<file path="config.mk">
export PLATFORM = sky130hd
export DESIGN_NAME = dams_sequencer
export DESIGN_NICKNAME = d
export VERILOG_FILES = /design/src/dams_pkg.sv /design/src/dams_rate_timer.sv /design/src/dams_aux_align.sv /design/src/dams_sequencer.sv
export SDC_FILE = /design/constraint.sdc
export NUM_CORES = 1
export LEC_CHECK = 0
export ABC_CLOCK_PERIOD_IN_PS = 3350
export BUFFER_PORTS_ARGS = -buffer_cell sky130_fd_sc_hd__buf_2
export CORE_AREA = 5 5 152 154
export DETAILED_ROUTE_END_ITERATION = 10
export DIE_AREA = 0 0 157 159
export PLACE_DENSITY = 0.76
export SLEW_MARGIN = 20
export SYNTH_ARGS = -nofsm -noshare
export SYNTH_HDL_FRONTEND = slang
export SYNTH_SLANG_ARGS = --single-unit
export TNS_END_PERCENT = 10
</file>
<file path="constraint.sdc">
create_clock -name ref_clk_i -period 3.35 [get_ports ref_clk_i]
set_clock_uncertainty 0.2 [all_clocks]
set_input_delay 0.5025 -clock ref_clk_i [delete_from_list [all_inputs] [get_ports ref_clk_i]]
set_output_delay 0.5025 -clock ref_clk_i [all_outputs]
set_load 0.1 [all_outputs]
</file>
<file path="src/dams_pkg.sv">
package dams_pkg;

   localparam int          ADDR_W          = 10;

   // register index; byte address is four times the index
   localparam logic [7:0]  IDX_STATUS      = 8'hd0;
   localparam logic [7:0]  IDX_MODE        = 8'hd1;
   localparam logic [7:0]  IDX_PCTL        = 8'hd2;
   localparam logic [7:0]  IDX_ACTL        = 8'hd3;
   localparam logic [7:0]  IDX_DECIM       = 8'hd4;
   localparam logic [7:0]  IDX_PRES        = 8'hd5;
   localparam logic [7:0]  IDX_ARES        = 8'hd6;
   localparam logic [7:0]  IDX_POFS        = 8'hd7;
   localparam logic [7:0]  IDX_PGAIN       = 8'hd8;
   localparam logic [7:0]  IDX_AOFS        = 8'hd9;
   localparam logic [7:0]  IDX_AGAIN       = 8'hda;

   localparam logic [7:0]  MODE_RST        = 8'h00;
   localparam logic [6:0]  PCTL_RST        = 7'h07;
   localparam logic [6:0]  ACTL_RST        = 7'h00;
   localparam logic [7:0]  DECIM_RST       = 8'h45;
   localparam logic [7:0]  DECIM_MAX       = 8'hff;
   localparam logic [15:0] CAL_RST         = 16'h0000;

   localparam int          MODE_EN0_BIT    = 5;
   localparam int          MODE_EN1_BIT    = 4;
   localparam int          CTL_XREF_BIT    = 6;
   localparam int          CTL_UNI_BIT     = 3;

   localparam logic [1:0]  AUX_TEMP_SEL    = 2'h2;
   localparam logic [2:0]  AUX_FIXED_RANGE = 3'h7;
   localparam logic [1:0]  ALIGN_OUTPUTS   = 2'h3;
   localparam logic [7:0]  MOD_DIV_CYC     = 8'h04;

   localparam logic [1:0]  RESP_OKAY       = 2'h0;
   localparam logic [1:0]  RESP_SLVERR     = 2'h2;

   typedef enum logic [2:0] {
      MD_PDOWN  = 3'h0,
      MD_IDLE   = 3'h1,
      MD_SINGLE = 3'h2,
      MD_CONT   = 3'h3,
      MD_ZS_INT = 3'h4,
      MD_FS_INT = 3'h5,
      MD_ZS_SYS = 3'h6,
      MD_FS_SYS = 3'h7
   } dams_mode_e;

   typedef enum logic [3:0] {
      SQ_OFF  = 4'h1,
      SQ_IDLE = 4'h2,
      SQ_CONV = 4'h4,
      SQ_CAL  = 4'h8
   } dams_seq_e;

   typedef struct packed {
      logic       mod_clk_en;
      logic       filt_rst;
      logic       short_in;
      logic       ref_in;
      logic       ext_ref;
      logic [1:0] chan;
      logic       unipolar;
      logic [2:0] range;
   } dams_afe_s;

   localparam dams_afe_s AFE_RST = 11'h200;

endpackage : dams_pkg

</file>
<file path="src/dams_rate_timer.sv">
`timescale 1ns/1ps
`default_nettype none
module dams_rate_timer (
   input  wire logic       ref_clk_i,
   input  wire logic       rst_n_i,
   input  wire logic       clk_on_i,
   input  wire logic       run_i,
   input  wire logic       restart_i,
   input  wire logic [7:0] decim_i,
   output logic            tick_o,
   output logic            done_o
);
   import dams_pkg::*;

   logic [7:0]  pre;
   logic [10:0] cnt;
   logic        tick_en;

   assign tick_en = clk_on_i && (pre == MOD_DIV_CYC - 8'h01);

   always_ff @(posedge ref_clk_i or negedge rst_n_i) begin
      if (!rst_n_i) begin
         pre <= 8'h00;
      end else if (!clk_on_i || tick_en) begin
         pre <= 8'h00;
      end else begin
         pre <= pre + 8'h01;
      end
   end

   always_ff @(posedge ref_clk_i or negedge rst_n_i) begin
      if (!rst_n_i) begin
         tick_o <= 1'b0;
      end else begin
         tick_o <= tick_en;
      end
   end

   // filter held in reset: count restarts so the first output is a full period away
   always_ff @(posedge ref_clk_i or negedge rst_n_i) begin
      if (!rst_n_i) begin
         cnt    <= 11'h000;
         done_o <= 1'b0;
      end else if (restart_i || !run_i) begin
         cnt    <= 11'h000;
         done_o <= 1'b0;
      end else begin
         done_o <= 1'b0;
         if (tick_en) begin
            if (cnt == {decim_i, 3'h7}) begin
               cnt    <= 11'h000;
               done_o <= 1'b1;
            end else begin
               cnt <= cnt + 11'h001;
            end
         end
      end
   end

endmodule : dams_rate_timer
`default_nettype wire

</file>
<file path="src/dams_aux_align.sv">
`timescale 1ns/1ps
`default_nettype none
module dams_aux_align (
   input  wire logic ref_clk_i,
   input  wire logic rst_n_i,
   input  wire logic restart_i,
   input  wire logic aux_only_i,
   input  wire logic prim_run_i,
   input  wire logic prim_done_i,
   input  wire logic own_done_i,
   output logic      done_o
);
   import dams_pkg::*;

   logic [1:0] seen;
   logic       locked;

   assign locked = (seen == ALIGN_OUTPUTS - 2'h1);

   // an aux-only restart waits for primary outputs so both stay in phase
   always_ff @(posedge ref_clk_i or negedge rst_n_i) begin
      if (!rst_n_i) begin
         seen <= ALIGN_OUTPUTS - 2'h1;
      end else if (restart_i) begin
         seen <= aux_only_i ? 2'h0 : ALIGN_OUTPUTS - 2'h1;
      end else if (prim_run_i && prim_done_i && !locked) begin
         seen <= seen + 2'h1;
      end
   end

   // primary idle: aux runs on its own timer
   always_ff @(posedge ref_clk_i or negedge rst_n_i) begin
      if (!rst_n_i) begin
         done_o <= 1'b0;
      end else if (restart_i) begin
         done_o <= 1'b0;
      end else if (prim_run_i) begin
         done_o <= prim_done_i && locked;
      end else begin
         done_o <= own_done_i;
      end
   end

endmodule : dams_aux_align
`default_nettype wire

</file>
<file path="src/dams_sequencer.sv">
// Design decision made here: register access over AXI4-Lite.
`timescale 1ns/1ps
`default_nettype none
// Notes on behaviour
// - mode field zero means power-down, and it resets to zero.
// - idle holds filter and modulator in reset, modulator clocks keep running.
// - single mode converts once per enabled converter, updates, then mode returns 000.
// - continuous mode keeps updating results at the decimation rate.
// - internal zero-scale calibration shorts the enabled converter inputs.
// - internal full-scale calibration applies reference chosen by each external-ref bit.
// - any mode write except a lone aux enable rise resets both converters, even with unchanged value.
// - primary control write while enabled, or primary enable rising, resets both.
// - aux control write, or aux enable rising with nothing else changed, resets aux only.
// - after aux-only reset aux output aligns to primary, up to three outputs.
// - writing a calibration mode clears both ready flags immediately.
// - calibration end writes cal registers and flags, then mode returns 000.
// - aux calibration on temperature input sets ready and error, keeps cal registers.
// - calibrations always use the maximum decimation factor.
// - aux range is fixed; only primary range is selectable.
// - enable bit activates a converter; cleared enable powers it down.
// - calibration-done flag set at calibration end, cleared by starting mode write.
// - error flags cleared by a mode write that starts conversion or calibration.
module dams_sequencer (
   input  wire logic                     ref_clk_i,
   input  wire logic                     rst_n_i,
   input  wire logic                     awvalid_i,
   output logic                          awready_o,
   input  wire logic [dams_pkg::ADDR_W-1:0] awaddr_i,
   input  wire logic                     wvalid_i,
   output logic                          wready_o,
   input  wire logic [31:0]              wdata_i,
   input  wire logic [3:0]               wstrb_i,
   output logic                          bvalid_o,
   input  wire logic                     bready_i,
   output logic [1:0]                    bresp_o,
   input  wire logic                     arvalid_i,
   output logic                          arready_o,
   input  wire logic [dams_pkg::ADDR_W-1:0] araddr_i,
   output logic                          rvalid_o,
   input  wire logic                     rready_i,
   output logic [31:0]                   rdata_o,
   output logic [1:0]                    rresp_o,
   input  wire logic [15:0]              prim_sample_i,
   input  wire logic [15:0]              aux_sample_i,
   output dams_pkg::dams_afe_s           prim_afe_o,
   output dams_pkg::dams_afe_s           aux_afe_o
);
   import dams_pkg::*;

   function automatic logic hit(input logic [ADDR_W-1:0] a, input logic [7:0] idx);
      return a == {idx, 2'h0};
   endfunction : hit

   function automatic logic mapped(input logic [ADDR_W-1:0] a);
      return a[ADDR_W-1:2] >= IDX_STATUS && a[ADDR_W-1:2] <= IDX_AGAIN && a[1:0] == 2'h0;
   endfunction : mapped

   function automatic logic clamped(input logic [15:0] s);
      return s == 16'h0000 || s == 16'hffff;
   endfunction : clamped

   logic                    aw_hold, w_hold, wr_fire, wr_lane, ar_fire;
   logic [ADDR_W-1:0]       aw_addr;
   logic [31:0]             w_data;
   logic [3:0]              w_strb;
   logic                    wr_mode, wr_pctl, wr_actl, wr_decim;
   logic [7:0]              wd;
   dams_mode_e              md, new_md;
   logic                    en0, en1, new_en0, new_en1;
   logic [6:0]              pctl, actl;
   logic [7:0]              decim, cur_decim;
   logic [15:0]             pres, ares, pofs, pgain, aofs, again;
   logic                    primary_ready_flag, aux_ready_flag, cal_done, primary_error_flag, aux_error_flag, pend0, pend1;
   dams_seq_e               state, next_state;
   logic                    aux_only_wr, full_rst, aux_rst, start, start_cal;
   logic                    run_state, cal_mode, busy, clk_on, prim_run, aux_run;
   logic                    prim_tick, prim_done, aux_tick, aux_own_done, aux_al_done;
   logic                    p_done, a_done, p_take, a_take, fin, aux_temp;
   logic                    rd_pres, rd_ares;
   logic [31:0]             rd_mux;

   // write address and data are taken independently and joined here
   assign awready_o = !aw_hold;
   assign wready_o  = !w_hold;
   assign arready_o = !rvalid_o;
   assign wr_fire   = aw_hold && w_hold && !bvalid_o;
   assign ar_fire   = arvalid_i && arready_o;
   assign wr_lane   = wr_fire && w_strb[0];
   assign wd        = w_data[7:0];
   assign wr_mode   = wr_lane && hit(aw_addr, IDX_MODE);
   assign wr_pctl   = wr_lane && hit(aw_addr, IDX_PCTL);
   assign wr_actl   = wr_lane && hit(aw_addr, IDX_ACTL);
   assign wr_decim  = wr_lane && hit(aw_addr, IDX_DECIM);
   assign new_md    = dams_mode_e'(wd[2:0]);
   assign new_en0   = wd[MODE_EN0_BIT];
   assign new_en1   = wd[MODE_EN1_BIT];

   always_ff @(posedge ref_clk_i or negedge rst_n_i) begin
      if (!rst_n_i) begin
         aw_hold <= 1'b0;
         aw_addr <= '0;
      end else if (awvalid_i && awready_o) begin
         aw_hold <= 1'b1;
         aw_addr <= awaddr_i;
      end else if (wr_fire) begin
         aw_hold <= 1'b0;
      end
   end

   always_ff @(posedge ref_clk_i or negedge rst_n_i) begin
      if (!rst_n_i) begin
         w_hold <= 1'b0;
         w_data <= 32'h0000_0000;
         w_strb <= 4'h0;
      end else if (wvalid_i && wready_o) begin
         w_hold <= 1'b1;
         w_data <= wdata_i;
         w_strb <= wstrb_i;
      end else if (wr_fire) begin
         w_hold <= 1'b0;
      end
   end

   always_ff @(posedge ref_clk_i or negedge rst_n_i) begin
      if (!rst_n_i) begin
         bvalid_o <= 1'b0;
         bresp_o  <= RESP_OKAY;
      end else if (wr_fire) begin
         bvalid_o <= 1'b1;
         bresp_o  <= mapped(aw_addr) ? RESP_OKAY : RESP_SLVERR;
      end else if (bready_i) begin
         bvalid_o <= 1'b0;
      end
   end

   always_comb begin
      rd_mux = 32'h0000_0000;
      case (araddr_i[ADDR_W-1:2])
         IDX_STATUS: rd_mux[7:0] = {primary_ready_flag, aux_ready_flag, cal_done, 1'b0, primary_error_flag, aux_error_flag, 2'h0};
         IDX_MODE:   rd_mux[7:0] = {2'h0, en0, en1, 1'b0, md};
         IDX_PCTL:   rd_mux[6:0] = pctl;
         IDX_ACTL:   rd_mux[6:0] = actl;
         IDX_DECIM:  rd_mux[7:0] = decim;
         IDX_PRES:   rd_mux[15:0] = pres;
         IDX_ARES:   rd_mux[15:0] = ares;
         IDX_POFS:   rd_mux[15:0] = pofs;
         IDX_PGAIN:  rd_mux[15:0] = pgain;
         IDX_AOFS:   rd_mux[15:0] = aofs;
         IDX_AGAIN:  rd_mux[15:0] = again;
         default:    rd_mux = 32'h0000_0000;
      endcase
   end

   always_ff @(posedge ref_clk_i or negedge rst_n_i) begin
      if (!rst_n_i) begin
         rvalid_o <= 1'b0;
         rdata_o  <= 32'h0000_0000;
         rresp_o  <= RESP_OKAY;
      end else if (ar_fire) begin
         rvalid_o <= 1'b1;
         rdata_o  <= mapped(araddr_i) ? rd_mux : 32'h0000_0000;
         rresp_o  <= mapped(araddr_i) ? RESP_OKAY : RESP_SLVERR;
      end else if (rready_i) begin
         rvalid_o <= 1'b0;
      end
   end

   // reading a result acknowledges its ready flag
   assign rd_pres = ar_fire && hit(araddr_i, IDX_PRES);
   assign rd_ares = ar_fire && hit(araddr_i, IDX_ARES);

   // aux enable rising with nothing else changed must not disturb the primary
   assign aux_only_wr = wr_mode && new_md == md && new_en0 == en0 && !en1 && new_en1;
   assign full_rst    = (wr_mode && !aux_only_wr) || (wr_pctl && en0);
   assign aux_rst     = full_rst || wr_actl || aux_only_wr;
   assign start       = wr_mode && !aux_only_wr && new_md >= MD_SINGLE
                        && (new_en0 || new_en1);
   assign start_cal   = start && new_md[2];

   always_comb begin
      case (1'b1)
         (!en0 && !en1) || md == MD_PDOWN: next_state = SQ_OFF;
         md == MD_IDLE:                    next_state = SQ_IDLE;
         md[2]:                            next_state = SQ_CAL;
         default:                          next_state = SQ_CONV;
      endcase
   end

   always_ff @(posedge ref_clk_i or negedge rst_n_i) begin
      if (!rst_n_i) begin
         state <= SQ_OFF;
      end else begin
         state <= next_state;
      end
   end

   assign run_state = state == SQ_CONV || state == SQ_CAL;
   assign cal_mode  = state == SQ_CAL;
   assign busy      = (state == SQ_CONV && md == MD_CONT) || pend0 || pend1;
   assign clk_on    = state != SQ_OFF;
   assign prim_run  = run_state && en0 && busy;
   assign aux_run   = run_state && en1 && busy;
   assign cur_decim = cal_mode ? DECIM_MAX : decim;
   assign aux_temp  = actl[5:4] == AUX_TEMP_SEL;

   dams_rate_timer u_prim_timer (
      .ref_clk_i (ref_clk_i),
      .rst_n_i   (rst_n_i),
      .clk_on_i  (clk_on && en0),
      .run_i     (prim_run),
      .restart_i (full_rst),
      .decim_i   (cur_decim),
      .tick_o    (prim_tick),
      .done_o    (prim_done)
   );

   dams_rate_timer u_aux_timer (
      .ref_clk_i (ref_clk_i),
      .rst_n_i   (rst_n_i),
      .clk_on_i  (clk_on && en1),
      .run_i     (aux_run && !prim_run),
      .restart_i (aux_rst),
      .decim_i   (cur_decim),
      .tick_o    (aux_tick),
      .done_o    (aux_own_done)
   );

   dams_aux_align u_align (
      .ref_clk_i   (ref_clk_i),
      .rst_n_i     (rst_n_i),
      .restart_i   (aux_rst),
      .aux_only_i  (!full_rst),
      .prim_run_i  (prim_run),
      .prim_done_i (p_done),
      .own_done_i  (aux_own_done),
      .done_o      (aux_al_done)
   );

   assign p_done = prim_done && prim_run;
   assign a_done = aux_al_done && aux_run;
   assign p_take = p_done && (pend0 || md == MD_CONT) && !wr_mode;
   assign a_take = a_done && (pend1 || md == MD_CONT) && !wr_mode;
   assign fin    = (pend0 || pend1) && !wr_mode
                   && !(pend0 && en0 && !p_take) && !(pend1 && en1 && !a_take);

   always_ff @(posedge ref_clk_i or negedge rst_n_i) begin
      if (!rst_n_i) begin
         {en0, en1} <= MODE_RST[5:4];
         md         <= dams_mode_e'(MODE_RST[2:0]);
      end else if (wr_mode) begin
         en0 <= new_en0;
         en1 <= new_en1;
         md  <= new_md;
      end else if (fin) begin
         md <= MD_PDOWN;
      end
   end

   always_ff @(posedge ref_clk_i or negedge rst_n_i) begin
      if (!rst_n_i) begin
         pctl  <= PCTL_RST;
         actl  <= ACTL_RST;
         decim <= DECIM_RST;
      end else begin
         if (wr_pctl) pctl <= wd[6:0];
         if (wr_actl) actl <= wd[6:0];
         if (wr_decim) decim <= wd;
      end
   end

   // one pending conversion per enabled converter in single and calibration modes
   always_ff @(posedge ref_clk_i or negedge rst_n_i) begin
      if (!rst_n_i) begin
         pend0 <= 1'b0;
         pend1 <= 1'b0;
      end else if (wr_mode && !aux_only_wr) begin
         pend0 <= (new_md == MD_SINGLE || new_md[2]) && new_en0;
         pend1 <= (new_md == MD_SINGLE || new_md[2]) && new_en1;
      end else begin
         pend0 <= pend0 && en0 && !p_take;
         pend1 <= pend1 && (en1 || aux_only_wr) && !a_take;
      end
   end

   always_ff @(posedge ref_clk_i or negedge rst_n_i) begin
      if (!rst_n_i) begin
         pres  <= 16'h0000;
         pofs  <= CAL_RST;
         pgain <= CAL_RST;
      end else if (p_take) begin
         if (!cal_mode) pres <= prim_sample_i;
         else if (!md[0]) pofs <= prim_sample_i;
         else pgain <= prim_sample_i;
      end
   end

   // temperature input cannot be calibrated: coefficients stay as they were
   always_ff @(posedge ref_clk_i or negedge rst_n_i) begin
      if (!rst_n_i) begin
         ares  <= 16'h0000;
         aofs  <= CAL_RST;
         again <= CAL_RST;
      end else if (a_take) begin
         if (!cal_mode) ares <= aux_sample_i;
         else if (aux_temp) ares <= ares;
         else if (!md[0]) aofs <= aux_sample_i;
         else again <= aux_sample_i;
      end
   end

   // hardware set wins over every clear in the same cycle
   always_ff @(posedge ref_clk_i or negedge rst_n_i) begin
      if (!rst_n_i) begin
         primary_ready_flag     <= 1'b0;
         aux_ready_flag     <= 1'b0;
         primary_error_flag     <= 1'b0;
         aux_error_flag     <= 1'b0;
         cal_done <= 1'b0;
      end else begin
         if (p_take) primary_ready_flag <= 1'b1;
         else if (start_cal || rd_pres) primary_ready_flag <= 1'b0;
         if (a_take) aux_ready_flag <= 1'b1;
         else if (start_cal || rd_ares) aux_ready_flag <= 1'b0;
         if (p_take && !cal_mode && clamped(prim_sample_i)) primary_error_flag <= 1'b1;
         else if (start) primary_error_flag <= 1'b0;
         if (a_take && (cal_mode ? aux_temp : clamped(aux_sample_i))) aux_error_flag <= 1'b1;
         else if (start) aux_error_flag <= 1'b0;
         if (fin && cal_mode) cal_done <= 1'b1;
         else if (start) cal_done <= 1'b0;
      end
   end

   always_ff @(posedge ref_clk_i or negedge rst_n_i) begin
      if (!rst_n_i) begin
         prim_afe_o <= AFE_RST;
         aux_afe_o  <= AFE_RST;
      end else begin
         prim_afe_o.mod_clk_en <= prim_tick;
         prim_afe_o.filt_rst   <= full_rst || !prim_run;
         prim_afe_o.short_in   <= prim_run && md == MD_ZS_INT;
         prim_afe_o.ref_in     <= prim_run && md == MD_FS_INT;
         prim_afe_o.ext_ref    <= pctl[CTL_XREF_BIT];
         prim_afe_o.chan       <= pctl[5:4];
         prim_afe_o.unipolar   <= pctl[CTL_UNI_BIT];
         prim_afe_o.range      <= pctl[2:0];
         aux_afe_o.mod_clk_en  <= aux_tick;
         aux_afe_o.filt_rst    <= aux_rst || !aux_run;
         aux_afe_o.short_in    <= aux_run && md == MD_ZS_INT;
         aux_afe_o.ref_in      <= aux_run && md == MD_FS_INT;
         aux_afe_o.ext_ref     <= actl[CTL_XREF_BIT];
         aux_afe_o.chan        <= actl[5:4];
         aux_afe_o.unipolar    <= actl[CTL_UNI_BIT];
         aux_afe_o.range       <= AUX_FIXED_RANGE;
      end
   end
endmodule : dams_sequencer
`default_nettype wire

</file>
-- Word-level counts from Yosys, hierarchy flattened
Cells that the tools add are included.
- register bits: 258
- bits of input ports: 95
- output and inout port bits: 63
- add/subtract/negate cells: 5
- magnitude comparators: 5
- equal/unequal tests: 35
- multiplexer cells: 49
- bitwise gates (word level): 3
- reductions and logical operators: 129
- operators by type and width (cell ; count):
    8-bit == test (second input constant) ; 11
    7-bit case mux with 11 select lines ; 1
    11-bit 2-to-1 mux ; 6
    1-bit logical AND ; 64
    10-bit == test (second input constant) ; 6
    8-bit case mux with 6 select lines ; 1
    16-bit == test (second input constant) ; 2
    16-bit logical NOT ; 2
    1-bit 2-to-1 mux ; 26
    2-bit nonzero test ; 13
    8-bit 2-to-1 mux ; 3
    11-bit by 1-bit adder with 11-bit output (second input constant) ; 2
    11-bit == test ; 2
    1-bit logical OR ; 22
    1-bit logical NOT ; 19
    8-bit by 1-bit adder with 8-bit output (second input constant) ; 2
    8-bit by 2-bit == test with 1-bit output (second input constant) ; 2
    8-bit greater-or-equal comparator (second input constant) ; 2
    8-bit <= comparator (second input constant) ; 2
    16-bit 2-to-1 mux ; 1
    4-bit 2-to-1 mux ; 3
    2-bit 2-to-1 mux ; 5
    1-bit case mux with 8 select lines ; 1
    4-bit AND reduction ; 2
    other kinds (17) ; 26

-- Logic depth before layout (Yosys ltp)
- word-level depth: 16
- mapped depth: 9

-- By module
A second synthesis with hierarchy kept.
- cells, all modules: 1010
- area total of the unflattened synthesis: 11619.9 um^2
- modules (own cells, without submodules) (module ; instances ; cells each ; area each (um^2)):
    dams_sequencer ; 1 ; 735 ; 9081.2
    dams_rate_timer (u_aux_timer) ; 1 ; 133 ; 1218.7
    dams_rate_timer (u_prim_timer) ; 1 ; 128 ; 1166.1
    dams_aux_align ; 1 ; 14 ; 153.9

-- Worst setup path before layout
Ideal clock, no wire load.
- kind: register to register
- start point: reg rvalid_o
- end point: reg rdata_o[10]
- arrival time: 2.942 ns
- data required time: 3.081 ns
- path slack: 0.139 ns
- stages on the path, launching flop included: 7
- path buffers: 1
- clock period less this slack: 3.211 ns
- cells stage by stage: dfrtp_1 -> inv_1 -> nand2_1 -> nor4_1 -> o211a_1 -> clkbuf_1 -> a22o_1
- word-level cells in the longest chain between the ends: 2
- ends and longest elaborated chain (item ; line ; source):
    start: declaration ; dams_sequencer.sv:39 ; output logic rvalid_o,
    start signal: assignment ; dams_sequencer.sv:156 ; rvalid_o <= 1'b0;
    start signal: assignment ; dams_sequencer.sv:160 ; rvalid_o <= 1'b1;
    start signal: assignment ; dams_sequencer.sv:164 ; rvalid_o <= 1'b0;
    1-bit logical NOT ; dams_sequencer.sv:85 ; assign arready_o = !rvalid_o;
    net arready_o ; dams_sequencer.sv:37 ; output logic arready_o,
    1-bit logical AND ; dams_sequencer.sv:87 ; assign ar_fire = arvalid_i && arready_o;
    end signal: assignment ; dams_sequencer.sv:161 ; rdata_o <= mapped(araddr_i) ? rd_mux : 32'h0000_0000;
    end: declaration ; dams_sequencer.sv:41 ; output logic [31:0] rdata_o,
The timed path passes the listed nets, and every way through them passes these cells.
A chain may end at the register's enable or synchronous reset.

-- Final worst setup path
- start point: reg state[1]
- end point: reg pgain[4]
- word-level cells in the longest chain between the ends: 9
- ends and longest elaborated chain (item ; line ; source):
    start: declaration ; dams_sequencer.sv:74 ; dams_seq_e state, next_state;
    start signal: assignment ; dams_sequencer.sv:193 ; state <= next_state;
    4-bit by 3-bit == test with 1-bit output ; dams_sequencer.sv:197, dams_sequencer.sv:199 ;
    1-bit logical AND ; dams_sequencer.sv:199 ; assign busy = (state == SQ_CONV && md == MD_CONT) || pend0 || pend1;
    1-bit logical OR (2 in series) ; dams_sequencer.sv:199 ;
    1-bit logical AND ; dams_sequencer.sv:201 ; assign prim_run = run_state && en0 && busy;
    1-bit logical AND ; dams_sequencer.sv:239 ; assign p_done = prim_done && prim_run;
    1-bit logical AND (2 in series) ; dams_sequencer.sv:241 ; assign p_take = p_done && (pend0 || md == MD_CONT) && !wr_mode;
    3-bit AND reduction (no line) (*) ; - ;
    end signal: assignment ; dams_sequencer.sv:293 ; else pgain <= prim_sample_i;
    end: declaration ; dams_sequencer.sv:72 ; logic [15:0] pres, ares, pofs, pgain, aofs, again;
Every way passes the cells marked *; elsewhere a longest branch is shown, timed or not.

==> flow_metrics.env <==
export IMPL_grt_overflow=0
export IMPL_drc=0
export IMPL_firstDrtPassIters=5
export IMPL_maxSlewViolCount=0
export IMPL_row_count=54
export IMPL_netlist_top_cells_area="dfrtp_1, mux2_2, dfstp_2"
export IMPL_clkPwrFrac_pct=41.5
export IMPL_grt_pass1_wl_um=45600
export IMPL_io_buffers=112
export IMPL_pwr_share_comb_pct=13.7
export IMPL_synth_area_sq_mm=0.0117
export IMPL_clock_latency_ps=520
export IMPL_seq_area_frac_synth_pct=51.4
export IMPL_drive_gt1_share_pct=33.0
export IMPL_numCtsBuffers=27
export IMPL_io_pins=158
export IMPL_place_congestion=0.860
export IMPL_outcome="finished, final reports clean"
export IMPL_htree_levels=1
export IMPL_ir_drop_v=0.000368
export IMPL_cts_tree="done"
export IMPL_die_h_um=159
export IMPL_p_sw_mw=2.08
export IMPL_max_freq_mhz=350
export IMPL_dpl_hpwl_um=19600
export IMPL_worst_ep_required_time_ps=3550
export IMPL_clk_path_buf_depth=3
export IMPL_cts_resized=0
export IMPL_via_count=8370
export IMPL_cts_sinks=240
export IMPL_hp_class="primary input to flop"
export IMPL_nets=1219
export IMPL_grt_max_degree=68
export IMPL_fin_crit_sh_pct=85.2
export IMPL_synth_ff_type="dfrtp_1"
export IMPL_pwr_density_cell_mw_per_mm2=547
export IMPL_synth_top_area_share_pct=49.2
export IMPL_seq_power_share_pct=44.7
export IMPL_synth_area_leader_cell="dfrtp_1"
export IMPL_final_common_cell="dfrtp_1"
export IMPL_final_cell_mix="dfrtp_1, mux2_2, buf_2"
export IMPL_cp_start_kind="flop"
export IMPL_worstPathArrival_ps=3050
export IMPL_area_growth_pct=14.7
export IMPL_internal_power_mw=5.27
export IMPL_synthCells=1009
export IMPL_syn_avg_cell_area_sq_um=11.6
export IMPL_hold_ws_ps=14.0
export IMPL_post_synth_num_cell_types=82
export IMPL_core_area_sq_mm=0.0216
export IMPL_yosys_register_bits=240
export IMPL_die_w_um=157
export IMPL_final_util_pct=62.3
export IMPL_grt_pass1_vias=8472
export IMPL_finalSetupTns_ps=0
export IMPL_rsz0062_at_grt="no"
export IMPL_path_clk_slew_ps=60
export IMPL_root_buffer="clkbuf_16"
export IMPL_dieArea_sq_mm=0.0250
export IMPL_critPathMaxFanout=16
export IMPL_track_usage_pct=22.6
export IMPL_worst_pin_slew_ps=941
export IMPL_switching_share_pct=28.3
export IMPL_period_minus_slack_ps=2860
export IMPL_ant_nets=0
export IMPL_synth_edf_count=0
export IMPL_vias_per_cell=5.89
export IMPL_cap_violations=0
export IMPL_power_leakage_nw=6.26
export IMPL_antenna_found_initial=2
export IMPL_end_kind="flop"
export IMPL_first_iter_violations=678
export IMPL_routedWlPerCell_um=19.9
export IMPL_finalWirelength_um=28300
export IMPL_setup_viol=0
export IMPL_yosysWarnings=0
export IMPL_critPathKind="flop to flop"
export IMPL_synthArstFlopShare_pct=100
export IMPL_relSlewSlack_pct=37.1
export IMPL_fillers=1710
export IMPL_start_util_pct=54.3
export IMPL_hold_violations=0
[power by group through the flow]
stage                     sequential, mW  clock [mW]  combinational (mW)
after detailed placement            3.33           0                1.00
after global placement              3.32           0               0.976
after CTS                           3.28        3.10                1.01
after floorplan                     3.36           0               0.674
final                               3.29        3.05                1.01
after global routing                3.32        3.23                1.08
[per-stage QoR]
| step | cells | setup slack [ps] | power, mW | area, sq um |
|---|---|---|---|---|
| floorplan | 1026 | 139 | 4.04 | 11800 |
| global placement | 1365 | 567 | 4.30 | 12400 |
| detailed placement | 1365 | 505 | 4.33 | 12400 |
| CTS | 1419 | 500 | 7.39 | 13400 |
| global route | 1421 | 371 | 7.63 | 13400 |
| finish | 1421 | 495 | 7.35 | 13400 |
[Yosys cell counts, types with 12 or more instances]
library cell  count
o22ai_1          18
nand2_1          55
inv_1            20
nor2_1           67
dfrtp_1         230
nand4_1          14
mux2i_1          17
a21o_1           12
nor4_1           15
mux2_2          146
a221oi_1         13
a22o_1           14
xor2_1           20
buf_4            23
a21oi_1          40
a211oi_1         13
nand3_1          27
o21ai_0          30
clkbuf_1         36
nor3_1           16
[per-layer routing]
metal | vias up | wire, um | GRT usage (%) | part of all wire (%)
met5 | - | 0 | 0 | 0
met4 | 0 | 789 | 7.46 | 2.8
met3 | 58 | 1580 | 3.59 | 5.6
met2 | 244 | 13700 | 35.7 | 48
met1 | 4195 | 12300 | 32.0 | 43
li1 | 3873 | - | - | -
[registers in the layout, indices dropped and copies added, names as in the netlist, 9 cells and up]
name and count:
aux_afe_o 9, pres 16, ares 16, rdata_o 16, u_prim_timer.cnt 11, pofs 16
pgain 16, aw_addr 10, u_aux_timer.cnt 11, aofs 16, again 16, prim_afe_o 11
[cell families after synthesis]
logic type,Yosys count,share of synthesized area [%]
simple gates,273,12.7
flops,240,51.4
compound gates,182,10.7
mux,178,17.7
buf+inv,99,4.60
xor+xnor,30,2.24
fa+ha+maj,5,0.534
other cells,2,0.0642
[area by class of cell]
class	instances	area [sq um]	area share, %
diodes	2	5.00	0.0373
clock buffers	34	742	5.53
inverters	21	78.8	0.587
clock inverters	15	188	1.40
flip-flops and latches	240	6020	44.8
well taps	280	350	2.61
multi-input cells	687	5210	38.8
repair buffers	142	833	6.21
[critical path, cell delays in order (launching register included)]
cell and delay [ps]:
dfrtp_1 430, or4b_4 570, o32ai_4 240, nand3_4 160
nor3_1 310, and3_1 190, buf_4 260, mux2_2 370
[final timing paths]
kind                                      from              to  slack (ps)  cells past startpoint
min                                 wdata_i[1]       w_data[1]          10                      2
max reg2reg                           state[1]        pgain[4]         490                      7
max in group asynchronous              rst_n_i        decim[6]        1750                      3
min reg2reg                u_prim_timer.tick_o  prim_afe_o[10]         160                      0
max                                   state[1]        pgain[4]         490                      7
min in group asynchronous              rst_n_i  prim_afe_o[10]         320                      2
[repair_timing]
| item | 4_1_cts | 5_1_grt |
|---|---|---|
| hold buffers | 5 | 0 |
| setup buffers | 0 | 0 |
| endpoints found under the hold margin | 63 | 0 |
Note: power is estimated with default switching activity, not from simulation.
